$ cat src/design/uar_params.svh
`ifndef UAR_PARAMS_SVH
`define UAR_PARAMS_SVH

// register byte offsets on the apb slave
`define UAR_OFF_CTRL     12'h000
`define UAR_OFF_BAUD     12'h004
`define UAR_OFF_STATUS   12'h008
`define UAR_OFF_RXBUF    12'h00c

// control field positions
`define UAR_CTRL_ON        0
`define UAR_CTRL_RX_ENABLE 1
`define UAR_CTRL_TX_ENABLE 2
`define UAR_CTRL_SPEED     3
`define UAR_CTRL_RXINV     4
`define UAR_CTRL_FE_ENABLE 5
`define UAR_CTRL_PE_ENABLE 6
`define UAR_CTRL_MODE_LO   8

// reset values
`define UAR_CTRL_RESET   32'h0000_0000
`define UAR_BAUD_RESET   16'h0000

// mode encodings
`define UAR_MODE_8N      4'h0
`define UAR_MODE_7N      4'h1
`define UAR_MODE_ODD     4'h2
`define UAR_MODE_EVEN    4'h3

// oversampling figures
`define UAR_TICKS_NORMAL 5'h10
`define UAR_TICKS_HIGH   5'h04
`define UAR_SAMPLE_A     5'h07
`define UAR_SAMPLE_B     5'h08
`define UAR_SAMPLE_C     5'h09

`endif

$ cat src/design/uar_pkg.sv
package uar_pkg;

    typedef enum logic [2:0] {
        UAR_IDLE  = 3'b000,
        UAR_EDGE  = 3'b001,
        UAR_START = 3'b010,
        UAR_DATA  = 3'b011,
        UAR_PAR   = 3'b100,
        UAR_STOP  = 3'b101
    } uar_state_t;

    typedef struct packed {
        logic [7:0] data;
        logic       ferr;
        logic       perr;
    } uar_entry_t;

endpackage : uar_pkg

$ cat src/design/uar_receiver.sv
// The address map and the APB register port were chosen for this implementation.
`timescale 1ns/1ps
`include "uar_params.svh"
`default_nettype none

module uar_receiver #(
    parameter int BAUD_W = 16
) (
    input  wire logic        core_clk,
    input  wire logic        rstn,
    input  wire logic        psel,
    input  wire logic        penable,
    input  wire logic        pwrite,
    input  wire logic [11:0] paddr,
    input  wire logic [31:0] pwdata,
    output logic      [31:0] prdata,
    output logic             pready,
    output logic             pslverr,
    input  wire logic        rx_pin,
    output logic             rx_ready_flag,
    output logic             summary_error_event,
    output logic             tx_buffer_free_flag
);

    typedef struct packed {
        logic [31:0]             ctrl;
        logic [BAUD_W-1:0]       baud_divisor;
        logic [BAUD_W-1:0]       div_cnt;
        uar_pkg::uar_state_t     state;
        logic [4:0]              tick_cnt;
        logic [2:0]              samples;
        logic [2:0]              bit_cnt;
        logic [7:0]              rx_shift_register;
        logic                    par_bit;
        uar_pkg::uar_entry_t [1:0] fifo;
        logic [1:0]              count;
        logic                    rx_overflow_flag;
        logic                    line_prev;
        logic [31:0]             prdata;
        logic                    pready;
        logic                    pslverr;
        logic                    rx_ready;
        logic                    err_evt;
        logic                    tx_free;
    } uar_st_t;

    uar_st_t st_reg;
    uar_st_t st_next;

    // majority of three samples
    function automatic logic maj3(input logic [2:0] s);
        maj3 = (s[0] & s[1]) | (s[0] & s[2]) | (s[1] & s[2]);
    endfunction : maj3

    // recovered bit: single sample at high speed, majority of three otherwise
    function automatic logic pick_bit(input logic [2:0] s, input logic hs);
        pick_bit = hs ? s[0] : maj3(s);
    endfunction : pick_bit

    // modes that carry a ninth parity bit
    function automatic logic is_par_mode(input logic [3:0] m);
        is_par_mode = (m == `UAR_MODE_ODD) || (m == `UAR_MODE_EVEN);
    endfunction : is_par_mode

    // index of the final data bit: seven or eight bits per character
    function automatic logic [2:0] last_data_bit(input logic [3:0] m);
        last_data_bit = (m == `UAR_MODE_7N) ? 3'h6 : 3'h7;
    endfunction : last_data_bit

    // status word: count, overflow, event, tx free, top flags, ready
    function automatic logic [31:0] status_word(input logic [1:0] cnt,
                                                 input logic       ovf,
                                                 input logic       evt,
                                                 input logic       txf,
                                                 input logic       pe,
                                                 input logic       fe,
                                                 input logic       rdy);
        status_word = {24'h0, cnt, ovf, evt, txf, pe, fe, rdy};
    endfunction : status_word

    // control fields
    logic       port_on;
    logic       rx_on;
    logic       hi_speed;
    logic [3:0] mode;

    // receive path
    logic       line;
    logic       start_edge;
    logic       tick;
    logic [4:0] bit_ticks;
    logic       last_tick;
    logic [7:0] char_data;
    logic       par_calc;

    // fifo, flags and bus
    logic       access;
    uar_pkg::uar_entry_t new_ent;
    logic       push;
    logic       pop;
    logic       top_ferr;
    logic       top_perr;
    logic       fe_hold;
    logic       pe_hold;
    logic       supp;

    // control fields
    assign port_on   = st_reg.ctrl[`UAR_CTRL_ON];
    assign rx_on     = st_reg.ctrl[`UAR_CTRL_RX_ENABLE] & port_on;
    assign hi_speed  = st_reg.ctrl[`UAR_CTRL_SPEED];
    assign mode      = st_reg.ctrl[`UAR_CTRL_MODE_LO +: 4];

    // polarity-corrected line and its falling edge; history resets to idle
    assign line       = rx_pin ^ st_reg.ctrl[`UAR_CTRL_RXINV];
    assign start_edge = st_reg.line_prev & ~line;

    // baud tick and bit length in ticks
    assign tick      = (st_reg.div_cnt == st_reg.baud_divisor);
    assign bit_ticks = hi_speed ? `UAR_TICKS_HIGH : `UAR_TICKS_NORMAL;
    assign last_tick = (st_reg.tick_cnt == bit_ticks - 5'h01);

    // character as the host sees it; 7-bit mode right-aligns it
    assign char_data = (mode == `UAR_MODE_7N) ? {1'b0, st_reg.rx_shift_register[7:1]}
                                              : st_reg.rx_shift_register;
    // parity check over data and ninth bit; one means a parity error
    assign par_calc  = ^st_reg.rx_shift_register ^ st_reg.par_bit ^ (mode == `UAR_MODE_ODD);

    // bus access phase and flags of the top entry, zero while the fifo is empty
    assign access    = psel & penable;
    assign top_ferr  = (st_reg.count != 2'd0) & st_reg.fifo[0].ferr;
    assign top_perr  = (st_reg.count != 2'd0) & st_reg.fifo[0].perr;

    // next state: defaults hold every field, strobes low
    always_comb begin
        logic bitval;
        bitval = 1'b0;
        st_next = st_reg;
        push = 1'b0;
        new_ent = '0;
        pop = 1'b0;

        // baud tick divider and line history
        st_next.div_cnt = tick ? '0 : st_reg.div_cnt + 1'b1;
        st_next.line_prev = line;

        // data recovery: one sample in high speed, majority of 7/8/9 in normal
        bitval = pick_bit(st_reg.samples, hi_speed);
        if (tick && st_reg.state != uar_pkg::UAR_IDLE) begin
            st_next.tick_cnt = last_tick ? 5'h00 : st_reg.tick_cnt + 5'h01;
            if (hi_speed) begin
                if (st_reg.tick_cnt == 5'h01)
                    st_next.samples = {2'b00, line};
            end else begin
                unique case (st_reg.tick_cnt)
                    `UAR_SAMPLE_A: st_next.samples[0] = line;
                    `UAR_SAMPLE_B: st_next.samples[1] = line;
                    `UAR_SAMPLE_C: st_next.samples[2] = line;
                    default:       ;
                endcase
            end
        end

        // receive state machine
        unique case (st_reg.state)
            uar_pkg::UAR_IDLE: begin
                // counter held at zero while waiting
                st_next.tick_cnt = 5'h00;
                // falling edge of start bit
                if (rx_on && start_edge) begin
                    st_next.state = hi_speed ? uar_pkg::UAR_START : uar_pkg::UAR_EDGE;
                    st_next.div_cnt = '0;
                    st_next.samples = 3'b111;
                end
            end
            uar_pkg::UAR_EDGE: begin
                // leading edge check at ticks one and two
                if (tick && st_reg.tick_cnt == 5'h01)
                    st_next.samples[0] = line;
                if (tick && st_reg.tick_cnt == 5'h02) begin
                    if (st_reg.samples[0] && line)
                        st_next.state = uar_pkg::UAR_IDLE;
                    else
                        st_next.state = uar_pkg::UAR_START;
                end
            end
            uar_pkg::UAR_START: begin
                // mid-bit start check, recovered bit low to go on
                if (tick && last_tick) begin
                    st_next.bit_cnt = 3'h0;
                    if (bitval)
                        st_next.state = uar_pkg::UAR_IDLE;
                    else
                        st_next.state = uar_pkg::UAR_DATA;
                end
            end
            uar_pkg::UAR_DATA: begin
                if (tick && last_tick) begin
                    // lsb first into the shift register
                    st_next.rx_shift_register = {bitval,
                                                 st_reg.rx_shift_register[7:1]};
                    st_next.bit_cnt = st_reg.bit_cnt + 3'h1;
                    if (st_reg.bit_cnt == last_data_bit(mode))
                        st_next.state = is_par_mode(mode)
                                        ? uar_pkg::UAR_PAR : uar_pkg::UAR_STOP;
                end
            end
            uar_pkg::UAR_PAR: begin
                // ninth bit carries the parity
                if (tick && last_tick) begin
                    st_next.par_bit = bitval;
                    st_next.state = uar_pkg::UAR_STOP;
                end
            end
            uar_pkg::UAR_STOP: begin
                // stop sample, then hand the character to the fifo
                if (tick && last_tick) begin
                    st_next.state = uar_pkg::UAR_IDLE;
                    push = 1'b1;
                    new_ent.data = char_data;
                    new_ent.ferr = ~bitval;
                    new_ent.perr = is_par_mode(mode) & par_calc;
                end
            end
            default: st_next.state = uar_pkg::UAR_IDLE;
        endcase

        // receiver off or port off forces start detection
        if (!rx_on)
            st_next.state = uar_pkg::UAR_IDLE;

        // apb slave: one wait state, pready rises the cycle after the access
        // is taken and stands for one cycle
        st_next.pready = access & ~st_reg.pready;
        st_next.pslverr = 1'b0;
        st_next.prdata = 32'h0000_0000;
        if (access && !st_reg.pready) begin
            if (pwrite) begin
                unique case (paddr)
                    `UAR_OFF_CTRL:   st_next.ctrl = pwdata;
                    `UAR_OFF_BAUD:   st_next.baud_divisor = pwdata[BAUD_W-1:0];
                    `UAR_OFF_STATUS: begin
                        // writing one to the overflow bit clears it
                        if (pwdata[5])
                            st_next.rx_overflow_flag = 1'b0;
                    end
                    `UAR_OFF_RXBUF:  ;
                    default:         st_next.pslverr = 1'b1;
                endcase
            end else begin
                unique case (paddr)
                    `UAR_OFF_CTRL:   st_next.prdata = st_reg.ctrl;
                    `UAR_OFF_BAUD:   st_next.prdata = 32'(st_reg.baud_divisor);
                    `UAR_OFF_STATUS: st_next.prdata = status_word(st_reg.count,
                                         st_reg.rx_overflow_flag, st_reg.err_evt,
                                         st_reg.tx_free, top_perr, top_ferr,
                                         st_reg.rx_ready);
                    `UAR_OFF_RXBUF: begin
                        st_next.prdata = {24'h0, st_reg.fifo[0].data};
                        pop = (st_reg.count != 2'd0);
                    end
                    default:         st_next.pslverr = 1'b1;
                endcase
            end
        end

        // fifo: pop shifts entry one to top, push fills next free slot
        if (pop) begin
            st_next.fifo[0] = st_reg.fifo[1];
            st_next.count = st_reg.count - 2'd1;
        end
        if (push) begin
            if (st_reg.count == 2'd2 && !pop) begin
                st_next.rx_overflow_flag = 1'b1;
            end else begin
                st_next.fifo[st_next.count[0]] = new_ent;
                st_next.count = st_next.count + 2'd1;
            end
        end
        // port off empties the fifo and so clears its ready and error flags; the overflow flag is kept
        if (!port_on) begin
            st_next.count = 2'd0;
            st_next.fifo = '0;
        end

        // top-entry flags, suppression and summary event
        fe_hold = st_next.fifo[0].ferr && st_next.ctrl[`UAR_CTRL_FE_ENABLE];
        pe_hold = st_next.fifo[0].perr && st_next.ctrl[`UAR_CTRL_PE_ENABLE];
        supp    = (st_next.count != 2'd0) && (fe_hold || pe_hold);
        st_next.rx_ready = (st_next.count != 2'd0) && !supp;
        st_next.err_evt = supp;
        // transmit buffer reported free while the port and transmitter are on
        st_next.tx_free = st_next.ctrl[`UAR_CTRL_TX_ENABLE] && st_next.ctrl[`UAR_CTRL_ON];
    end

    // state register; line history resets to idle so no false start edge
    always_ff @(posedge core_clk or negedge rstn) begin
        if (!rstn) begin
            st_reg <= '0;
            st_reg.line_prev <= 1'b1;
            st_reg.ctrl <= `UAR_CTRL_RESET;
            st_reg.baud_divisor <= `UAR_BAUD_RESET;
        end else begin
            st_reg <= st_next;
        end
    end

    assign prdata              = st_reg.prdata;
    assign pready              = st_reg.pready;
    assign pslverr             = st_reg.pslverr;
    assign rx_ready_flag       = st_reg.rx_ready;
    assign summary_error_event = st_reg.err_evt;
    assign tx_buffer_free_flag = st_reg.tx_free;

endmodule : uar_receiver
`default_nettype wire

$ cat config.mk
export PLATFORM = sky130hd
export DESIGN_NAME = uar_receiver
export DESIGN_NICKNAME = d
export VERILOG_FILES = /design/src/design/uar_pkg.sv /design/src/design/uar_receiver.sv
export VERILOG_INCLUDE_DIRS = /design/src /design/src/design
export SDC_FILE = /design/constraint.sdc
export NUM_CORES = 1
export LEC_CHECK = 0
export ABC_AREA = 1
export BUFFER_PORTS_ARGS = -buffer_cell sky130_fd_sc_hd__buf_2
export CAP_MARGIN = 20
export CORE_ASPECT_RATIO = 0.9
export CORE_MARGIN = 3
export CORE_UTILIZATION = 28
export DETAILED_ROUTE_END_ITERATION = 10
export GPL_TIMING_DRIVEN = 1
export PLACE_DENSITY = 0.49
export SETUP_SLACK_MARGIN = 0.3
export SLEW_MARGIN = 20
export SYNTH_ARGS = -nofsm -noshare
export SYNTH_HDL_FRONTEND = slang
export SYNTH_SLANG_ARGS = --single-unit
$ cat constraint.sdc
create_clock -name core_clk -period 2.1 [get_ports core_clk]
set_input_delay 0.42 -clock core_clk [delete_from_list [all_inputs] [get_ports core_clk]]
set_output_delay 0.42 -clock core_clk [all_outputs]
set_load 0.03 [all_outputs]
# --- After elaboration in Yosys (flattened, before gate mapping) ---
# Cells that the tools add are included.
word_totals:
  reg_bits: 148
  inputBits: 50
  out_inout_bits: 37
  wordCells: 177
classes:
  n_addsub: 6
  magnitude_cmp: 2
  eq_ne: 31
  muxes: 60
  bitwise_logic: 18
  reduce_logical: 35
op_table:
  columns: ["operator", "count"]
  rows:
  - ["$pmux 32 s4", 1]
  - ["$mux 23", 3]
  - ["$mux 32", 2]
  - ["$mux 16", 3]
  - ["$mux 22", 2]
  - ["$mux 10", 3]
  - ["$mux 3", 10]
  - ["$eq 12x4->1 const B", 2]
  - ["$ne 3x3->1 const B", 7]
  - ["$bwmux 20", 1]
  - ["$mux 1", 19]
  - ["$mux 19", 1]
  - ["$pmux 3 s6", 1]
  - ["$add 16x1->16 const B", 1]
  - ["$eq 16x16->1", 1]
  - ["$mux 8", 2]
  - ["$logic_and 1x1->1", 14]
  - ["$mux 7", 2]
  - ["$eq 12x3->1 const B", 1]
  - ["$logic_not 12->1", 1]
  - ["$mux 12", 1]
  - ["$mux 11", 1]
  - ["$and 1x1->1", 10]
  - ["$demux 10 s1", 1]
  - ["other kinds (38)", 62]

# --- Depth between registers and ports, before layout ---
# Gate-level depths: netlist (run 1).
depth:
  word_depth: 18
  depth_mapped: 16
  mapped_depth_nobuf: 16

# --- Worst setup path before layout (run 1) ---
# No wires, ideal clock.
synth_path:
  path_kind: "reg2reg"
  startpoint: "reg st_reg, in the netlist pready"
  endpoint: "reg st_reg[45] (netlist name)"
  setup_ns: 0.094
  t_arrival_ns: 1.767
  t_required_ns: 2.006
  path_slack_ns: 0.239
  path_stages_with_launch: 9
  path_buffers: 1
  synth_period_minus_slack_ns: 1.861
  path_cell_list: "dfrtp_1 -> inv_1 -> nand3_1 -> nor2_2 -> nand4_4 -> xor2_1 -> nand3_4 -> buf_6 -> a211oi_1"
synth_rtl:
  columns: ["element", "line", "text"]
  rows:
  - ["from (decl)", "uar_receiver.sv:47", "uar_st_t st_reg;"]
  - ["from (signal assigned)", "uar_receiver.sv:303", "st_reg <= st_next;"]

==> flow_metrics.tcl, run 1 <==
set metrics [dict create \
    slowest_stage "dfrtp_2" \
    rsz0062_at_grt "true" \
    via_per_inst 4.390 \
    pre_cts_slack_ps 64.63 \
    netlist_area_um2 7635 \
    multiInputGateArea_um2 3362 \
    dp_hpwl_mm 14.30 \
    cts_tree "yes" \
    grt_overflow 0 \
    path_cells "buf_6 > nand2_4 > nand2_2 > nor2_2 > nand2_2 > nor2_4 > nand3_4 > nor2_8 > buf_12 > nand3_4 > nand2_2 > nand4_4 > a21oi_1" \
    fin_cells 1432 \
    critPathKind "flop to flop" \
    largest_reg_flops 105 \
    cts_root_buffer "clkbuf_16" \
    synth-xor-area-share_pct 1.606 \
    synth-compound-area-share_pct 12.45 \
    gr-usage-all-layers_pct 13.47 \
    setup_ws_ps 154.8 \
    io_buffer_count 86 \
    routed_wl_mm 20.26 \
    cp.arrival_ps 2290 \
    die_y_um 162.7 \
    slew_headroom_pct 58.68 \
    critPathLaunchType "flop" \
    fin_setup_tns_ps 0 \
    die_area_um2 29290 \
    final_area_um2 9947 \
    die_w_um 180.1 \
    final_max_slew_viol_count 0 \
    cp_common_cell "nand2_2" \
    start_util_pct 28.90 \
    h-tree-depth 4 \
    antenna_found_initial 0 \
    required_ps 2450 \
    yosys.area_share.simple_pct 23.63 \
    syn2layout_area_growth_pct 30.29 \
    dp.cells 1361 \
    vias 6287 \
    ant_nets 0 \
    yosysWarnings 0 \
    synth_edf_count 0 \
    status "complete, no violations" \
    synth_fa_ha_area_share_pct 1.311 \
    setup_viol 0 \
    row_count 56 \
    fin_nets 1129 \
    synth-seq-cells 148 \
    power_density_nw_per_um2 674.3 \
    fin_skew_ps 12.98 \
    grt_pass1_wl_mm 31.64 \
    yosysSeqAreaShare_pct 48.53 \
    critPathMaxStageDelay_ps 450 \
    numCtsBuffers 17 \
    final_util_pct 37.66 \
    hold_viol 0 \
    grt_pass1_vias 5856 \
    io_pins 87 \
    core-area_um2 26420 \
    fin_crit_ps 1945 \
    route.detailed.drc 0 \
    max_slew.worst_pin.slew_ps 615.1 \
    synth_ff_type "dfrtp_1" \
    synth_top_family_by_area "simple AND/OR/NAND/NOR gates" \
    regArea_um2 3716 \
    synth_fp_nets 998 \
    layout_common_cells "196 x nand2_1, 138 x dfrtp_1, 125 x inv_1, 85 x buf_2, 77 x o21ai_0" \
    dr.pass1.iters 5 \
    cts.sinks 148 \
    crit_fanout 5 \
    placed_area_um2 8562 \
    drive_gt1_share_pct 31.92 \
    syn_avg_cell_area_um2 8.122 \
    grt_max_degree 54 \
    clockBufferDepth 2 \
    antenna_cells 0 \
    layout_commonest_cell "nand2_1" \
    drv_cap 0 \
    drt_iter0_drc 436 \
    async_flop_share_pct 100.0 \
    clk_pin_slew_worst_paths_ps 80 \
    p_leak_nw 4.783 \
    fillers 2699 \
    yosysUniqueCellTypes 52 \
    wl_per_cell_um 14.15 \
    fmax_mhz 514.1 \
    cp-end-kind "flop" \
    clkLatencyLatePin_ps 430 \
    ir_drop_mv 0.4060 \
    synth_cells 940 \
    hold_class "input port to flop" \
    place_congestion 0.8380 \
    fin_crit_sh_pct 92.63 \
    synth.area.mux_share_pct 0.1475 \
]
metrics by stage:
stage / hold WS (ps) / total power [mW]
4_1_cts: 186.4 / 6.581
2_1_floorplan: 124.4 / 3.127
6_report: 198.1 / 6.707
3_5_place_dp: 309.2 / 3.379
5_1_grt: 187.5 / 6.990
3_3_place_gp: 310.9 / 3.374
cells by family (layout without fill, tap and decap cells):
family	after synthesis	count (layout)
AOI/OAI and AO/OA	171	171
buffers and inverters	209	352
adders and majority gates	8	8
muxes	1	1
and+or+nand+nor	389	390
xor gates and xnor gates	14	14
DFF	148	148
path summary, 6_finish.rpt:
path                             startpoint                   to  slack (ps)  cells past startpoint
worst max-delay path             st_reg[85]  summary_error_event         150                     13
worst min-delay path             pwdata[26]          st_reg[142]         200                      3
worst max register to register   st_reg[85]  summary_error_event         150                     13
worst min register to register  st_reg[129]          st_reg[129]         490                      2
max in group asynchronous              rstn           st_reg[37]        1010                      3
min in group asynchronous              rstn           prdata[10]         410                      2
critical path, delay by kind of cell, from the launching register on:
family                 cells  cell delay, ps
flip-flops                 1             450
AND/OR/NAND/NOR           10             980
buffers and inverters      2             260
AO/OA/AOI/OAI              1             170
synthesized netlist by cell type (3+ instances only):
| master | number | area (µm²) |
|---|---|---|
| nand2_2 | 8 | 50.05 |
| nand3_1 | 23 | 115.1 |
| a21oi_1 | 30 | 150.1 |
| nor2_4 | 6 | 67.56 |
| buf_4 | 33 | 247.7 |
| clkbuf_1 | 12 | 45.04 |
| dfrtp_1 | 147 | 3679 |
| o22ai_1 | 11 | 68.82 |
| nand2_1 | 218 | 818.3 |
| a221oi_1 | 3 | 26.28 |
| inv_2 | 15 | 56.30 |
| a21oi_2 | 3 | 26.28 |
| xor2_1 | 6 | 52.55 |
| nor3b_1 | 5 | 37.54 |
| nor2_2 | 8 | 50.05 |
| o21ai_1 | 8 | 40.04 |
| nor2_1 | 67 | 251.5 |
| nor3_1 | 28 | 140.1 |
| a211oi_1 | 8 | 60.06 |
| inv_1 | 138 | 518.0 |
| buf_2 | 7 | 35.03 |
| o21ai_0 | 94 | 470.5 |
| nand4_1 | 7 | 43.79 |
| o211ai_1 | 4 | 30.03 |
| nand4_2 | 3 | 37.54 |
| xnor2_1 | 8 | 70.07 |
| ha_1 | 8 | 100.1 |
where the power goes:
| group | total, mW | internal [mW] | switching, mW |
|---|---|---|---|
| clock | 3.08 | 1.62 | 1.46 |
| sequential | 2.89 | 2.87 | 0.0190 |
| combinational | 0.743 | 0.370 | 0.373 |
| total | 6.71 | 4.85 | 1.85 |
routing by layer:
metal  routed length, µm  GRT usage, %  vias to the layer above
li1                    -             -                     3236
met1               10600         20.58                     2894
met2                8539         19.04                      137
met3                 808         2.590                       20
met4                 312         4.395                        0
met5                   0             0                        -
cell type report:
class                   count  area share (%)
repair buffers            166           12.35
clock buffers              17           4.277
clock inverters            15           1.899
flip-flops and latches    148           37.36
well taps                 348           4.377
multi-input cells         584           33.80
inverters                 154           5.937
what timing repair did:
action / CTS / global route
hold endpoints to repair: 24 / 0
resized for setup: 32 / 101
hold buffers: 1 / 0
pin swaps: 10 / 33
buffers inserted: 14 / 21
gates cloned: 0 / 3
setup endpoints to repair: 53 / 95
Power figures use the tool's default switching activity.
==> run 2: changes to the inputs <==
- SETUP_SLACK_MARGIN: 0.3 -> default
==> flow_metrics.tcl, run 2 (synthesis results as in run 1) <==
set metrics [dict create \
    drv_cap 0 \
    ant_nets 0 \
    crit_fanout 8 \
    fillers 2783 \
    cp-end-kind "flop" \
    clkLatencyLatePin_ps 440 \
    drive_gt1_share_pct 23.70 \
    max_slew.worst_pin.slew_ps 540.9 \
    die_w_um 180.1 \
    fmax_mhz 498.3 \
    row_count 56 \
    regArea_um2 3707 \
    status "complete, no violations" \
    p_leak_nw 4.618 \
    hp-start "pwdata[15]" \
    io_pins 87 \
    clockBufferDepth 2 \
    fin_skew_ps 14.88 \
    required_ps 2430 \
    io_buffer_count 86 \
    numCtsBuffers 17 \
    hold_class "input port to flop" \
    fin_crit_ps 2007 \
    gr-usage-all-layers_pct 13.57 \
    final_max_slew_viol_count 0 \
    critPathLaunchType "flop" \
    drt_iter0_drc 391 \
    ir_drop_mv 0.4765 \
    grt_max_degree 50 \
    cts_root_buffer "clkbuf_16" \
    critPathKind "flop to flop" \
    grt_pass1_wl_mm 31.82 \
    layout_commonest_cell "nand2_1" \
    antenna_found_initial 0 \
    cp.arrival_ps 2330 \
    dp_hpwl_mm 14.26 \
    worstSetupStartpoint "st_reg[77]" \
    r2r_start "st_reg[77]" \
    power_density_nw_per_um2 715.7 \
    multiInputGateArea_um2 3068 \
    fin_crit_sh_pct 95.56 \
    core-area_um2 26420 \
    syn2layout_area_growth_pct 22.81 \
    vias 6132 \
    cts.sinks 148 \
    largest_reg_flops 105 \
    setup_viol 0 \
    layout_common_cells "213 x nand2_1, 145 x dfrtp_1, 136 x inv_1, 94 x o21ai_0, 85 x buf_2" \
    placed_area_um2 8492 \
    grt_pass1_vias 5954 \
    die_area_um2 29290 \
    grt_overflow 0 \
    route.detailed.drc 0 \
    die_y_um 162.7 \
    final_util_pct 35.50 \
    hold_viol 0 \
    routed_wl_mm 19.26 \
    fin_nets 1104 \
    h-tree-depth 4 \
    finalPower_mw 6.711 \
    wl_per_cell_um 13.69 \
    slew_headroom_pct 63.66 \
    clk_pin_slew_worst_paths_ps 70 \
    dr.pass1.iters 5 \
    antenna_cells 0 \
    cts_tree "yes" \
    start_util_pct 28.90 \
    final_area_um2 9376 \
    rsz0062_at_grt "true" \
    place_congestion 0.8505 \
    via_per_inst 4.358 \
]
## run 2: layout make-up
class | instances | area share, %
flip-flops and latches | 148 | 39.54
multi-input cells | 583 | 32.72
repair buffers | 142 | 10.14
inverters | 154 | 6.192
well taps | 348 | 4.644
clock buffers | 17 | 4.537
clock inverters | 15 | 2.228
## run 2: worst max-delay path, stage by stage (launching register included)
cell,delay (ps)
dfrtp_1,380
ha_2,200
inv_1,60
nor2_4,120
o21ai_2,60
a21oi_2,220
nand3_4,150
nor2_8,200
nand3_1,160
nand2_2,140
nand4_2,80
nand2_1,70
nor2_1,40
## run 2: routing by layer
metal  vias up  global-route usage (%)  part of all wire [%]
met5         -                       0                     0
met4         0                   4.081                   1.5
met3        21                   2.992                   5.1
met2       146                   20.03                    41
met1      2779                   19.92                    52
li1       3186                       -                     -
## run 2: final timing paths
check                                 to  slack (ps)  cells after the start
setup / recovery           rx_ready_flag          90                     12
hold / removal               st_reg[131]         200                      3
setup reg to reg           rx_ready_flag          90                     12
hold reg to reg              st_reg[131]         490                      2
max in group asynchronous     st_reg[86]        1100                      3
min in group asynchronous    st_reg[112]         410                      2
## run 2: where the power goes
part / switching, mW / internal [mW]
Clock: 1.44 / 1.84
Sequential: 0.0161 / 2.87
Combinational: 0.301 / 0.253
Total: 1.76 / 4.95
## run 2: timing repair
action	CTS	global route
hold buffers	1	0
pin swaps	2	10
setup buffers	4	13
gates cloned	0	0
hold endpoints to repair	22	0
resized for setup	0	27
endpoints found under the setup margin	2	30
## run 2: per-stage QoR
| step | hold slack [ps] | setup TNS (ps) | std cells | worst slack [ps] |
|---|---|---|---|---|
| 3_5_place_dp | 322.3 | -69.97 | 1357 | -38.13 |
| 6_report | 195.9 | 0 | 1407 | 93.26 |
| 2_1_floorplan | 124.4 | 0 | 940 | 239.2 |
| 4_1_cts | 176.1 | 0 | 1394 | 37.03 |
| 3_3_place_gp | 320.2 | 0 | 1357 | 4.881 |
| 5_1_grt | 190.1 | -209.1 | 1407 | -52.09 |
==> run 3: changes to the inputs <==
- CORE_MARGIN: 3 -> 1.5
- clock period: 2.1 -> 2.3 ns (I/O delays scaled with it)
==> flow_metrics.tcl, run 3 (synthesis results as in run 1) <==
set metrics [dict create \
    status "complete, no violations" \
    grt_use_met3_pct 2.905 \
    slowest_stage "dfrtp_1" \
    via_per_inst 4.325 \
    pwr-share-comb_pct 6.1 \
    gr-usage-all-layers_pct 13.71 \
    critPathKind "flop to flop" \
    ir_drop_mv 0.4072 \
    path_cells "ha_1 > inv_1 > nor2_2 > o21ai_1 > a21oi_2 > nand3_4 > nor2_8 > nand3_1 > nand2_2 > nand4_2 > a21oi_1" \
    fmax_mhz 480.6 \
    drv_cap 0 \
    crit_family "simple AND/OR/NAND/NOR gates" \
    routed_wl_mm 18.94 \
    layout_common_cells "218 x nand2_1, 147 x dfrtp_1, 138 x inv_1, 94 x o21ai_0, 85 x buf_2" \
    clkLatencyLatePin_ps 430 \
    start_util_pct 28.40 \
    drive_gt1_share_pct 19.77 \
    hp-start "pwdata[23]" \
    grt_busiest_layer "met1" \
    antenna_cells 0 \
    cp.arrival_ps 2430 \
    crit_buf_inv 1 \
    die_w_um 177.1 \
    dp.cells 1353 \
    critPathMaxStageDelay_ps 390 \
    reg2reg_slack_ps 220 \
    dp_hpwl_mm 13.95 \
    io_pins 87 \
    antenna_found_initial 0 \
    row_count 57 \
    hold_class "input port to flop" \
    clockBufferDepth 2 \
    hold_viol 0 \
    fin_nets 1077 \
    met2_usage_pct 19.55 \
    dr.pass1.iters 5 \
    required_ps 2650 \
    setup_viol 0 \
    place_congestion 0.8265 \
    largest_reg_flops 105 \
    die_area_um2 28270 \
    core-area_um2 26890 \
    fin_skew_ps 12.14 \
    numCtsBuffers 17 \
    p_leak_nw 4.460 \
    swShare_pct 27.56 \
    cts.sinks 148 \
    grt_max_degree 52 \
    use_met1_pct 20.77 \
    fin_setup_tns_ps 0 \
    drt_iter0_drc 380 \
    cts_tree "yes" \
    worstSetupStartpoint "st_reg[77]" \
    power_density_nw_per_um2 640.6 \
    critPathLaunchType "flop" \
    io_buffer_count 86 \
    die_y_um 159.7 \
    vias 5995 \
    intPower_mw 4.206 \
    fin_crit_ps 2081 \
    slew_headroom_pct 62.46 \
    h-tree-depth 4 \
    ant_nets 0 \
    fin_crit_sh_pct 90.47 \
    p_switching_mw 1.600 \
    grt_pass1_wl_mm 30.02 \
    grt_pass1_vias 5473 \
    grt_overflow 0 \
    r2r_start "st_reg[77]" \
    wl_per_cell_um 13.67 \
    cts_root_buffer "clkbuf_16" \
    layout_commonest_cell "nand2_1" \
    clk_pin_slew_worst_paths_ps 70 \
    max_slew.worst_pin.slew_ps 558.8 \
    p_seq_share_pct 45.3 \
    cp-end-kind "flop" \
    final_max_slew_viol_count 0 \
    rsz0062_at_grt "false" \
    fin_cells 1386 \
    crit_fanout 8 \
    syn2layout_area_growth_pct 18.72 \
    pwr-share-clk_pct 48.6 \
    route.detailed.drc 0 \
]
## run 3: through the flow
stage          worst slack, ps  utilization, %  power (mW)  cell area [µm²]  hold WS, ps
2_1_floorplan            439.2               -       2.855             7635        164.4
3_3_place_gp             157.7           31.38       3.043             8437        454.2
3_5_place_dp             76.93           31.38       3.047             8437        457.1
4_1_cts                  235.4           33.71       5.905             9064        220.3
5_1_grt                  52.75           33.71       6.049             9064        239.3
6_report                 219.3           33.71       5.806             9064        236.3
## run 3: worst register-to-register path: stages, from the launching register on
cell     delay [ps]
dfrtp_1         390
ha_1            240
inv_1            70
nor2_2          110
o21ai_1          90
a21oi_2         220
nand3_4         140
nor2_8          190
nand3_1         160
nand2_2         130
nand4_2          90
a21oi_1         160
## run 3: path summary, 6_finish.rpt
kind	cells after the start	to
worst max-delay path	11	summary_error_event
min in group asynchronous	2	prdata[12]
worst min register to register	2	st_reg[53]
max in group asynchronous	3	st_reg[37]
worst max register to register	11	summary_error_event
worst min-delay path	3	st_reg[139]
## run 3: layer usage
metal  wire length (µm)  vias to the layer above
li1                   -                     3111
met1              10040                     2737
met2               7919                      137
met3                860                       10
met4                125                        0
met5                  0                        -
## run 3: repair_timing
item	CTS	global route
endpoints found under the hold margin	16	0
buffers inserted	0	0
hold buffers	1	0
resized for setup	0	0
## run 3: layout make-up
class / instances / area [µm²]
timing repair buffer: 115 / 732.0
tap: 354 / 442.9
inverter: 154 / 578.1
sequential: 148 / 3705
clock buffer: 17 / 425.4
fill: 2783 / 17820
multi-input combinational: 583 / 2989
clock inverter: 15 / 191.4
## run 3: power by group through the flow
stage	clock network (mW)	registers, mW	logic (mW)
global route	3.01	2.63	0.403
CTS	2.91	2.63	0.369
finish	2.82	2.63	0.356
detailed placement	0	2.68	0.366
global placement	0	2.68	0.362
floorplan	0	2.68	0.174
